<file path="src/inc/eswd_pkg.sv">
// Package of timing constants and carrier types for the edge serviced watchdog.
package eswd_pkg;

  // ---------------------------------------------------------------------------
  // Clock and nominal durations
  // ---------------------------------------------------------------------------
  localparam longint CLK_HZ = 25000000; // Reference clock rate in hertz.
  localparam longint TIMEOUT_MS = 1600; // Nominal watchdog timeout in ms.
  localparam longint PULSE_MS = 140; // Least fault pulse length in ms.
  localparam longint MIN_SERVICE_NS = 50; // Narrowest service pulse in ns.
  // Cycle counts; the pulse is a least time, so it rounds up.
  localparam longint TIMEOUT_CYC = (TIMEOUT_MS * CLK_HZ) / 1000;
  localparam longint PULSE_CYC = (PULSE_MS * CLK_HZ + 999) / 1000;
  // A 50 ns pulse spans at least one 40 ns clock edge when synchronous.
  localparam longint SERVICE_CYC_RAW = (MIN_SERVICE_NS * CLK_HZ) / 1000000000;
  localparam longint SERVICE_CYC = (SERVICE_CYC_RAW < 1) ? 1 : SERVICE_CYC_RAW;
  // Width of the counters.
  localparam int CNT_W = 32;
  // Internal driver: low for 7/8, high for the final 1/8 of its period.
  localparam int DRV_HI_NUM = 7;
  localparam int DRV_DEN = 8;

  // ---------------------------------------------------------------------------
  // Carrier types
  // ---------------------------------------------------------------------------
  // Status bundle of the supervisor, as seen from outside.
  typedef struct packed {
    logic fault_active; // Fault output asserted: pulse period or lockout.
    logic self_serviced; // Internal driver selected as service source.
  } eswd_status_t;

endpackage : eswd_pkg

</file>
<file path="src/verilog/eswd_int_driver.sv">
// Internal service driver: a single period counter that makes a low-high-low pulse.
`timescale 1ns/1ps
module eswd_int_driver import eswd_pkg::*; #(
  parameter logic [CNT_W-1:0] PERIOD_CYC = CNT_W'(TIMEOUT_CYC) // Driver period.
) (
  input wire logic i_clk,
  input wire logic i_rstn,
  output logic o_level
);

  // ---------------------------------------------------------------------------
  // Period counter
  // ---------------------------------------------------------------------------
  logic [CNT_W-1:0] cnt; // Position within the driver period.
  logic [CNT_W-1:0] next_cnt; // Next position.
  logic next_level; // Next driven level.
  // High threshold is 7/8 of the period; computed once, wide to avoid overflow.
  localparam logic [CNT_W-1:0] HI_AT =
    CNT_W'((64'(PERIOD_CYC) * DRV_HI_NUM) / DRV_DEN);

  // Next-state logic: count and choose the level for the next cycle.
  always_comb begin
    if (cnt >= PERIOD_CYC - CNT_W'(1)) begin
      next_cnt = '0;
    end else begin
      next_cnt = cnt + CNT_W'(1);
    end
    // Low for the first 7/8, high for the last 1/8.
    next_level = (next_cnt >= HI_AT);
  end

  // Register the counter and the level; level comes from a flip-flop.
  always_ff @(posedge i_clk) begin
    if (!i_rstn) begin
      cnt <= '0;
      o_level <= 1'b0;
    end else begin
      cnt <= next_cnt;
      o_level <= next_level;
    end
  end

  // The level rises exactly at the 7/8 point of each period.
  chk_drv_rise_point: assert property (@(posedge i_clk) disable iff (!i_rstn)
    $rose(o_level) |-> cnt == HI_AT)
    else $error("internal driver rose away from the 7/8 point");

endmodule : eswd_int_driver

</file>
<file path="src/verilog/eswd_top.sv">
// Edge serviced watchdog supervisor with fault pulse and lockout hold.
// Overview of operation
// - Timeout drives fault low at least 140ms.
// - Lockout holds fault low, then 140ms more.
// - Constant service level lets timer expire.
// - Either service edge clears the timer.
// - Service pulses of 50ns are recognised.
// - Timer held cleared while fault asserted.
// - Timer restarts from zero at release.
// - Floating input disables supervision by self-service.
// - Internal driver low 7/8, high 1/8.
// - Internal edges clear timer before timeout.
`timescale 1ns/1ps
module eswd_top import eswd_pkg::*; #(
  parameter logic [CNT_W-1:0] TIMEOUT_CNT = CNT_W'(TIMEOUT_CYC), // Timeout cycles.
  parameter logic [CNT_W-1:0] PULSE_CNT = CNT_W'(PULSE_CYC), // Fault pulse cycles.
  parameter logic [CNT_W-1:0] DRIVER_CNT = CNT_W'((TIMEOUT_CYC * 7) / 8) // Driver period.
) (
  input wire logic i_clk,
  input wire logic i_rstn,
  input wire logic i_service_in,
  input wire logic i_service_float,
  input wire logic i_supply_low_lockout,
  output logic o_fault_pulse_n,
  output eswd_status_t o_status
);

  // ---------------------------------------------------------------------------
  // Service source selection
  // ---------------------------------------------------------------------------
  logic drv_level; // Level made by the internal driver.
  logic svc_level; // Selected service level.
  logic svc_prev; // Service level one cycle ago.
  logic next_svc_prev; // Next stored level.
  logic svc_edge; // Either edge of the service level.

  // The driver period defaults to 7/8 of the timeout, so its high phase ends
  // near 1.4s and its edges always land before the timeout expires.
  eswd_int_driver #(
    .PERIOD_CYC(DRIVER_CNT)
  ) u_drv (
    .i_clk(i_clk),
    .i_rstn(i_rstn),
    .o_level(drv_level)
  );

  // Choose the source and detect edges; the input is synchronous, so a
  // 50 ns pulse spans at least one sampling edge of the 40 ns clock.
  always_comb begin
    svc_level = i_service_float ? drv_level : i_service_in;
    next_svc_prev = svc_level;
    svc_edge = (svc_level != svc_prev);
  end

  // Register the previous service level.
  always_ff @(posedge i_clk) begin
    if (!i_rstn) begin
      svc_prev <= 1'b0;
    end else begin
      svc_prev <= next_svc_prev;
    end
  end

  // ---------------------------------------------------------------------------
  // Timer and fault state machine
  // ---------------------------------------------------------------------------
  typedef enum logic [1:0] {
    ESWD_LOCK,
    ESWD_PULSE,
    ESWD_RUN
  } eswd_state_t;

  eswd_state_t state; // Current phase.
  eswd_state_t next_state; // Next phase.
  logic [CNT_W-1:0] timer; // Watchdog timer.
  logic [CNT_W-1:0] next_timer; // Next timer value.
  logic [CNT_W-1:0] pcnt; // Fault pulse length counter.
  logic [CNT_W-1:0] next_pcnt; // Next pulse count.
  logic next_fault_n; // Next fault output level.

  // Next-state logic. Lockout overrides everything; the hold after lockout
  // reuses the pulse phase, so both share one counted 140 ms interval.
  always_comb begin
    next_state = state;
    next_timer = timer;
    next_pcnt = pcnt;
    unique case (state)
      ESWD_LOCK: begin
        next_timer = '0;
        next_pcnt = '0;
        if (!i_supply_low_lockout) begin
          next_state = ESWD_PULSE;
        end
      end
      ESWD_PULSE: begin
        next_timer = '0;
        if (pcnt >= PULSE_CNT - CNT_W'(1)) begin
          next_state = ESWD_RUN;
          next_pcnt = '0;
        end else begin
          next_pcnt = pcnt + CNT_W'(1);
        end
      end
      ESWD_RUN: begin
        if (svc_edge) begin
          next_timer = '0;
        end else if (timer >= TIMEOUT_CNT - CNT_W'(1)) begin
          next_state = ESWD_PULSE;
          next_timer = '0;
        end else begin
          next_timer = timer + CNT_W'(1);
        end
      end
    endcase
    if (i_supply_low_lockout) begin
      next_state = ESWD_LOCK;
      next_timer = '0;
      next_pcnt = '0;
    end
    // Output is low in every phase except running.
    next_fault_n = (next_state == ESWD_RUN);
  end

  // Register the phase, counters and output. Reset acts as lockout.
  always_ff @(posedge i_clk) begin
    if (!i_rstn) begin
      state <= ESWD_LOCK;
      timer <= '0;
      pcnt <= '0;
      o_fault_pulse_n <= 1'b0;
    end else begin
      state <= next_state;
      timer <= next_timer;
      pcnt <= next_pcnt;
      o_fault_pulse_n <= next_fault_n;
    end
  end

  // fault_active is decoded from registered state; self_serviced follows the float input directly.
  always_comb begin
    o_status.fault_active = (state != ESWD_RUN);
    o_status.self_serviced = i_service_float;
  end

  // ---------------------------------------------------------------------------
  // Checks
  // ---------------------------------------------------------------------------
  chk_lock_holds_low: assert property (@(posedge i_clk) disable iff (!i_rstn)
    i_supply_low_lockout |=> !o_fault_pulse_n)
    else $error("fault output released during lockout");

  chk_pulse_min_len: assert property (@(posedge i_clk) disable iff (!i_rstn)
    $rose(o_fault_pulse_n) |-> $past(pcnt) == PULSE_CNT - CNT_W'(1))
    else $error("fault pulse released before its full length");

  chk_timer_cleared: assert property (@(posedge i_clk) disable iff (!i_rstn)
    !o_fault_pulse_n |-> timer == '0)
    else $error("timer counting while fault asserted");

  chk_restart_zero: assert property (@(posedge i_clk) disable iff (!i_rstn)
    $rose(o_fault_pulse_n) ##1 (o_fault_pulse_n && !svc_edge) |-> timer == CNT_W'(1))
    else $error("timer did not restart from zero");

  chk_edge_clears: assert property (@(posedge i_clk) disable iff (!i_rstn)
    (state == ESWD_RUN && svc_edge && !i_supply_low_lockout) |=> timer == '0)
    else $error("service edge did not clear timer");

  chk_timeout_fault: assert property (@(posedge i_clk) disable iff (!i_rstn)
    (state == ESWD_RUN && !svc_edge && timer == TIMEOUT_CNT - CNT_W'(1))
      |=> !o_fault_pulse_n)
    else $error("timeout did not start a fault pulse");

  chk_float_no_fault: assert property (@(posedge i_clk) disable iff (!i_rstn)
    (state == ESWD_RUN && i_service_float && $past(i_service_float) && !i_supply_low_lockout)
      |=> state != ESWD_PULSE)
    else $error("fault pulse while self serviced");

  chk_fault_source: assert property (@(posedge i_clk) disable iff (!i_rstn)
    o_fault_pulse_n |-> state == ESWD_RUN)
    else $error("fault output high outside running phase");

endmodule : eswd_top
</file>
<file path="config.mk">
export PLATFORM = sky130hd
export DESIGN_NAME = eswd_top
export DESIGN_NICKNAME = d
export VERILOG_FILES = /design/src/inc/eswd_pkg.sv /design/src/verilog/eswd_int_driver.sv /design/src/verilog/eswd_top.sv
export SDC_FILE = /design/constraint.sdc
export NUM_CORES = 1
export LEC_CHECK = 0
export ABC_AREA = 1
export BUFFER_PORTS_ARGS = -buffer_cell sky130_fd_sc_hd__buf_2
export CORE_MARGIN = 4
export CORE_UTILIZATION = 40
export CTS_BUF_LIST = sky130_fd_sc_hd__clkbuf_8
export CTS_CLUSTER_DIAMETER = 40
export DETAILED_ROUTE_END_ITERATION = 16
export PLACE_DENSITY = 0.62
export SYNTH_ARGS = -nofsm -noshare
export SYNTH_HDL_FRONTEND = slang
export SYNTH_SLANG_ARGS = --single-unit
export TNS_END_PERCENT = 100
</file>
<file path="constraint.sdc">
create_clock -name i_clk -period 4.41 [get_ports i_clk]
set_input_delay 0.441 -clock i_clk [delete_from_list [all_inputs] [get_ports i_clk]]
set_output_delay 0.441 -clock i_clk [all_outputs]
set_load 0.03 [all_outputs]
</file>
Yosys cells after proc, flatten, opt, wreduce, memory -nomap -nowiden
Index checks and enable logic that the tools add are counted.
{ "word_totals": {"ff_bits": 101, "in_bits": 5, "elab_cells": 36} }
{ "classes": {"n_addsub": 3, "order_cmp": 4, "eq_ne": 5, "n_mux": 12, "bitwise": 1, "n_reduce_logical": 4} }
{ "op_table": {"columns": ["cell", "count"], "rows": [
  ["2-to-1 mux 32 bit", 4],
  ["one-hot mux 32 bit (2 select lines)", 2],
  ["adder 32 x 1 -> 32 bit (second input constant)", 3],
  [">= comparator 32 x 26 -> 1 bit (second input constant)", 2],
  [">= comparator 32 x 22 -> 1 bit (second input constant)", 1],
  [">= comparator 32 x 25 -> 1 bit (second input constant)", 1],
  ["2-to-1 mux 2 bit", 4],
  ["one-hot mux 2 bit (3 select lines)", 1],
  ["equality test 2 bit (second input constant)", 2],
  ["OR reduction 2 bit", 2],
  ["equality test 2 x 1 -> 1 bit (second input constant)", 1],
  ["zero test 2 bit", 1],
  ["!= test 2 bit (second input constant)", 1],
  ["nonzero test 2 bit", 1],
  ["2-to-1 mux 1 bit", 1],
  ["!= test 1 bit", 1],
  ["inverter 1 bit", 1]
]} }

Logic depth before layout (Yosys ltp)
Gate-level depths: netlist of run 1.
{ "depth": {"ltp_word": 6, "depth_mapped": 16} }

By module
A second synthesis of run 1 with hierarchy kept.
{ "hier_totals": {"hier_cells": 785, "area_unflattened_um2": 5243.8} }
{ "modules_own_cells": {"columns": ["mod", "n_inst", "cells_per_inst", "area_each_um2"], "rows": [
  ["eswd_top", 1, 483, 3349.5],
  ["eswd_int_driver", 1, 302, 1894.3]
]} }

Least setup slack after synthesis of run 1
Ideal clock, no wire load.
{ "synth_timing": {"path_type": "reg2reg", "start": "reg u_drv.cnt[0]", "end": "reg u_drv.o_level", "setup_ns": 0.065, "arrival_time_ns": 1.806, "setup_slack_ns": 2.539, "path_stages_with_launch": 16, "path_buffers": 0, "synth_period_minus_slack_ns": 1.871, "cell_sequence": "dfxtp_1 ha_1 nand2_4 nor2_8 nand2_4 nor2_4 nand2_1 nand2_1 nand2_2 nor3_2 nand2_1 nor2_1 nand2_1 nor2_1 nor2_1 nor2_1"} }
{ "synth_between": {"elab_chain_len": 3, "word_cells_on_any_way": 4, "classes_between": "1 x add/sub; 2 x order compare; 1 x mux"} }
{ "synth_rtl": {"columns": ["item", "line_no", "rtl"], "rows": [
  ["from (decl)", "eswd_int_driver.sv:14", "logic [CNT_W-1:0] cnt;"],
  ["from (signal assigned)", "eswd_int_driver.sv:38", "cnt <= next_cnt;"],
  ["adder 32 x 1 -> 32 bit or >= comparator 32 x 26 -> 1 bit (tied branches)", "eswd_int_driver.sv:26, eswd_int_driver.sv:23", null],
  ["2-to-1 mux 32 bit *", "eswd_int_driver.sv:23", "if (cnt >= PERIOD_CYC - CNT_W'(1)) begin"],
  [">= comparator 32 x 25 -> 1 bit *", "eswd_int_driver.sv:29", "next_level = (next_cnt >= HI_AT);"],
  ["to (signal assigned)", "eswd_int_driver.sv:39", "o_level <= next_level;"],
  ["to (decl)", "eswd_int_driver.sv:8", "output logic o_level"]
]} }
Mark *: on every way between the ends. The rest lies on a longest branch, timed or not.
A chain may end at the register's enable or synchronous reset.

Worst setup path after layout of run 1
{ "layout_timing": {"start": "reg pcnt[0]", "end": "reg pcnt[5]"} }
{ "layout_between": {"elab_chain_len": 3, "word_cells_on_any_way": 4, "classes_between": "1 x add/sub; 1 x order compare; 2 x mux"} }
{ "layout_rtl": {"columns": ["item", "line_no", "rtl"], "rows": [
  ["from (decl)", "eswd_top.sv:77", "logic [CNT_W-1:0] pcnt;"],
  ["from (signal assigned)", "eswd_top.sv:134", "pcnt <= next_pcnt;"],
  ["adder 32 x 1 -> 32 bit or >= comparator 32 x 22 -> 1 bit (tied branches)", "eswd_top.sv:101, eswd_top.sv:97", null],
  ["2-to-1 mux 32 bit *", "eswd_top.sv:97", "if (pcnt >= PULSE_CNT - CNT_W'(1)) begin"],
  ["one-hot mux 32 bit (2 select lines) *", "eswd_top.sv:87", "unique case (state)"]
]} }
Marked as above.

==> flow_summary.yaml, run 1 <==
outcome:
  outcome: "completed"
global_routing:
  busiest_layer: "met2"
  grt_util_all_layers_pct: 15.6
  grt_pass1_wl_um: 18900
  overflow: 0
  grt_util_met3_pct: 3.96
  grtUsageMet1_pct: 19.5
  grt_max_degree: 36
  met2_usage_pct: 26.2
  antenna_found_initial: 0
  grt_pass1_vias: 4343
sta:
  worst-slew-pin-transition_ns: 0.603
  slew_headroom_pct: 59.7
  finClkSkew_ns: 0.00805
  finalHoldViolCount: 0
  timing.final.crit_period_ns: 2.17
  fmax_ghz: 0.462
  whs_ns: 0.392
  slew_violations: 0
  fin_setup_tns_ns: 0
  fin_crit_sh_pct: 49.1
  setup_viol: 0
  rsz0062_at_grt: "no"
logic_synthesis:
  netlist_area_mm2: 0.00511
  yosysSeqAreaShare_pct: 39.5
  synth-async-reset-ratio_pct: 0
  synth_flop_cell: "dfxtp_1"
  synth_seq_cells: 101
  syn_inst: 748
  ys_types: 45
  syn_area_per_cell_um2: 6.84
  synth_edf_count: 0
  yosysWarnings: 0
power:
  power_mw: 1.62
  p_leak_nw: 2.21
  peakVddDrop_v: 0.000187
  powerDensity_mw_per_mm2: 290
critical_path:
  worstPathRequired_ns: 4.71
  worst_setup_path_start_kind: "flip-flop"
  critPathMaxFanout: 14
  end_kind: "flip-flop"
  arrival_ns: 2.47
  worstSetupPathType: "flip-flop to flip-flop"
worst_hold_path:
  worstHoldPathType: "input port to flip-flop"
die:
  die_area_mm2: 0.0147
  boundaryPins: 8
  num_rows: 41
  die_h_um: 121
  core_mm2: 0.0126
  die_w_um: 121
  start_util_pct: 40.7
layout:
  antenna_cells: 0
  fillerInstances: 1282
  num-nets-final: 777
  syn2layout_area_growth_pct: 9.40
  drive_gt1_share_pct: 9.99
flow_run:
  drv_cap: 0
clock_network:
  path_clk_slew_ns: 0.09
  cts_tree: "built"
  root_buffer: "clkbuf_8"
  numCtsBuffers: 9
  clock_sinks: 101
  h-tree-depth: 3
  post_cts_buffers: 0
  clockBufferDepth: 2
  cts_hold_buf: 0
  ctsResizeCount: 0
  clk_latency_ns: 0.37
drt:
  ant_nets: 0
  drt_pre_antenna_iters: 6
  wl_per_cell_um: 11.2
  drtIter0Drc: 297
  viasPerCell: 4.78
  num_vias: 4510
  drc: 0
  drt-total-wl_um: 10600
placement:
  globalplace.congestion: 0.912
  dp_hpwl_um: 7840
  numPortBuffers: 7
-- kinds of logic (layout without fill, tap and decap cells) --
group	after synthesis	count (layout)	synth area share (%)
xor gates and xnor gates	25	25	4.28
AOI/OAI and AO/OA	59	59	6.70
DFF	101	101	39.5
adders and majority gates	6	6	1.47
buffers and inverters	117	129	8.83
other	1	12	0.0733
muxes	1	1	0.196
and+or+nand+nor	438	438	38.9
-- worst max-delay path, cell delays in order, from the launching register on --
cell,delay [ns]
dfxtp_1,0.34
ha_1,0.24
nand2_1,0.10
nor2_1,0.07
o21bai_1,0.16
o21ai_0,0.11
nand3_1,0.08
nand3_1,0.14
a21boi_4,0.29
nand2_2,0.11
inv_2,0.24
nand2_1,0.10
a21oi_1,0.12
-- cell type report --
cell class | count | area [µm²] | share of cell area, %
Clock buffer | 10 | 138 | 2.46
Multi-Input combinational cell | 541 | 2680 | 47.9
Timing Repair Buffer | 10 | 57.6 | 1.03
Sequential cell | 101 | 2020 | 36.1
Tap cell | 172 | 215 | 3.85
Inverter | 103 | 387 | 6.91
Clock inverter | 6 | 93.8 | 1.68
-- path summary, 6_finish.rpt --
check	start	endpoint	slack [ns]	depth (start not counted)
hold reg to reg	pcnt[22]	pcnt[22]	0.45	2
setup / recovery	pcnt[0]	pcnt[5]	2.24	12
setup reg to reg	pcnt[0]	pcnt[5]	2.24	12
hold / removal	i_service_in	svc_prev	0.39	3
-- where the power goes --
group	switching, mW	internal, mW	leakage [nW]	total [mW]
Sequential	0.00237	0.918	0.818	0.921
Combinational	0.0267	0.00835	1.28	0.0350
Clock	0.325	0.339	0.113	0.664
-- registers in the layout, indices dropped and copies added (netlist names) --
signal,count
u_drv.o_level,1
svc_prev,1
pcnt,32
o_fault_pulse_n,1
state,2
timer,32
u_drv.cnt,32
-- cells in the final DEF, fill, tap and decap left out, types with 14 or more instances in the layout --
cell type,instances
nand2_1,194
nor2_1,110
dfxtp_1,101
inv_1,93
nand3_1,42
a21oi_1,38
nor3_1,25
nand4_1,21
xor2_1,15
nor2_2,14
-- Yosys cell counts, types with 3 or more instances --
cell type	count	area, µm²
a21oi_1	38	190
buf_4	3	22.5
clkbuf_1	9	33.8
dfxtp_1	101	2020
ha_1	6	75.1
inv_1	93	349
inv_2	8	30.0
nand2_1	194	728
nand2_2	7	43.8
nand2_4	3	33.8
nand3_1	42	210
nand4_1	21	131
nor2_1	110	413
nor2_2	14	87.6
nor2_4	3	33.8
nor3_1	25	125
nor3_2	4	40.0
nor3b_1	4	30.0
o21ai_0	7	35.0
or2_2	3	18.8
xnor2_1	10	87.6
xor2_1	15	131
-- metrics by stage --
step / instance area, µm² / worst slack [ns] / utilization, % / cells
after floorplan: 5150 / 2.54 / - / 759
after global placement: 5360 / 2.24 / 42.7 / 927
after detailed placement: 5360 / 2.22 / 42.7 / 927
after CTS: 5590 / 2.23 / 44.5 / 943
after global routing: 5590 / 1.95 / 44.5 / 943
final: 5590 / 2.24 / 44.5 / 943
-- per-layer routing --
metal / part of all wire [%] / vias up
li1: - / 2370
met1: 46 / 2053
met2: 48 / 70
met3: 3.9 / 17
met4: 1.8 / 0
met5: 0 / -
(Power assumes the default switching activity.)
==> run 2: changes to the inputs <==
Settings changed: PLACE_DENSITY 0.62 to 0.64.
Clock period 4.41 ns to 1.82 ns, I/O delays scaled along.
==> run 2 against run 1 <==
Net effect:
- the flow now finishes with violations (negative setup slack)
- flip-flop and latch count stayed put
- combinational power grew to 3.3 times the previous value
- design area is 21% higher
- via count rose by 5.0%
- hold slack lost 0.31 ns
- largest cell class unchanged
- highest routed layer unchanged
==> flow_summary.yaml, run 2 (synthesis results as in run 1) <==
outcome:
  outcome: "complete, but fails checks"
  violations: "negative setup slack"
clock_network:
  clock_sinks: 101
  root_buffer: "clkbuf_8"
  numCtsBuffers: 9
  clockBufferDepth: 2
  path_clk_slew_ns: 0.09
  cts_tree: "built"
  clk_latency_ns: 0.38
  h-tree-depth: 3
  cts_hold_buf: 0
drt:
  drc: 0
  drtIter0Drc: 242
  viasPerCell: 4.68
  ant_nets: 0
  drt-total-wl_um: 11700
  num_vias: 4734
  drt_pre_antenna_iters: 5
  wl_per_cell_um: 11.6
layout:
  drive_gt1_share_pct: 31.0
  fillerInstances: 1184
  syn2layout_area_growth_pct: 32.9
  num-nets-final: 846
  reg_top3: "pcnt (32), timer (32), u_drv.cnt (32)"
  final_common_cell: "nand2_1"
  antenna_cells: 0
  layout_common_cells: "nand2_1, nor2_1, inv_1, dfxtp_1, buf_4"
critical_path:
  r2r_end: "pcnt[21]"
  end_kind: "flip-flop"
  worstSetupPathType: "flip-flop to flip-flop"
  reg2reg_setup_slack_ns: -0.04
  critPathMaxFanout: 3
  r2r_start: "pcnt[0]"
  worst_setup_path_start_kind: "flip-flop"
  max_stage_delay_ns: 0.38
  cp_cell_sequence: "buf_6, buf_6, nand3_4, inv_4, nand2_4, nor2_4, nand2_2, nor2_4, nand2_2, nor2_4, nand3_2, o21bai_1, nand2_1, a21oi_2"
  arrival_ns: 2.18
  crit_top_cell: "nor2_4"
  slowest_stage: "dfxtp_2"
  rr_worst_depth: 14
  worstPathRequired_ns: 2.13
worst_hold_path:
  hold_start: "i_rstn"
  worstHoldPathType: "input port to flip-flop"
  hold_depth: 3
  hold_end: "u_drv.cnt[22]"
sta:
  setup_slack_ns: -0.0435
  setup_viol: 3
  fmax_ghz: 0.537
  rsz0062_at_grt: "yes"
  whs_ns: 0.0837
  timing.final.crit_period_ns: 1.86
  slew_violations: 0
  finalHoldViolCount: 0
  finClkSkew_ns: 0.00782
  fin_crit_sh_pct: 102
die:
  start_util_pct: 40.7
  die_w_um: 121
  die_area_mm2: 0.0147
  die_h_um: 121
  num_rows: 41
  core_mm2: 0.0126
  boundaryPins: 8
placement:
  place_ws_ns: -0.0839
  dp_hpwl_um: 7700
  numPortBuffers: 7
  globalplace.congestion: 0.868
power:
  peakVddDrop_v: 0.000343
  p_leak_nw: 2.83
  powerDensity_mw_per_mm2: 587
  power_mw: 3.99
global_routing:
  grt_util_all_layers_pct: 15.7
  grt_pass1_vias: 4357
  antenna_found_initial: 0
  grt_max_degree: 35
  overflow: 0
  grt_pass1_wl_um: 18900
flow_run:
  drv_cap: 0
[run 2: cell count changes in the layout (fill, tap and decap cells not counted), sizes merged]
cell,delta
buf,+66
clkinv,-2
clkbuf,+4
[run 2: per-layer routing]
| metal | part of all wire (%) | GRT usage [%] |
|---|---|---|
| met5 | 0 | 0 |
| met1 | 47 | 19.7 |
| met4 | 1.5 | 4.53 |
| met2 | 48 | 26.5 |
| met3 | 3.8 | 4.29 |
[run 2: power by group]
| part | internal (mW) | switching, mW | leakage (nW) |
|---|---|---|---|
| logic | 0.0333 | 0.0828 | 1.89 |
| registers | 2.22 | 0.00588 | 0.830 |
| clock network | 0.880 | 0.765 | 0.115 |
| total | 3.13 | 0.854 | 2.83 |
[run 2: final cells by class]
cell class | count | area (µm²) | share of cell area (%)
Sequential cell | 101 | 2060 | 30.3
Clock inverter | 3 | 67.6 | 0.994
Timing Repair inverter | 1 | 11.3 | 0.166
Timing Repair Buffer | 78 | 681 | 10.0
Inverter | 103 | 402 | 5.91
Multi-Input combinational cell | 541 | 3200 | 47.0
Tap cell | 172 | 215 | 3.17
Clock buffer | 12 | 165 | 2.43
[run 2: what timing repair did]
item,CTS,global route
endpoints found under the setup margin,19,56
resized for setup,8,165
setup buffers,0,21
pin swaps,2,40
cloned,0,4
[run 2: worst max-delay path by stage]
| stage | from | end | slack (ns) | cells after the start |
|---|---|---|---|---|
| 6_report | pcnt[0] | pcnt[21] | -0.04 | 14 |
| 5_1_grt | u_drv.cnt[1] | u_drv.o_level | -0.23 | 15 |
| 4_1_cts | u_drv.cnt[1] | u_drv.o_level | -0.02 | 16 |
| 3_5_place_dp | u_drv.cnt[1] | u_drv.o_level | -0.08 | 16 |
| 3_3_place_gp | u_drv.cnt[1] | u_drv.o_level | -0.08 | 16 |
| 2_1_floorplan | timer[0] | timer[24] | 0.03 | 14 |
[run 2: through the flow]
stage | TNS [ns] | utilization [%] | instance area (µm²) | instances
2_1_floorplan | 0 | - | 5170 | 759
3_3_place_gp | -0.0783 | 45.6 | 5730 | 971
3_5_place_dp | -0.225 | 45.6 | 5730 | 971
4_1_cts | -0.0166 | 47.6 | 5990 | 986
5_1_grt | -2.98 | 54.1 | 6790 | 1011
6_report | -0.0757 | 54.1 | 6790 | 1011
[run 2: worst max-delay path: cells and delay by family, from the launching register on]
kind                   cells  cell delay [ns]
AO/OA/AOI/OAI              2             0.27
flip-flops                 1             0.38
buffers and inverters      3             0.28
AND/OR/NAND/NOR            9             0.85
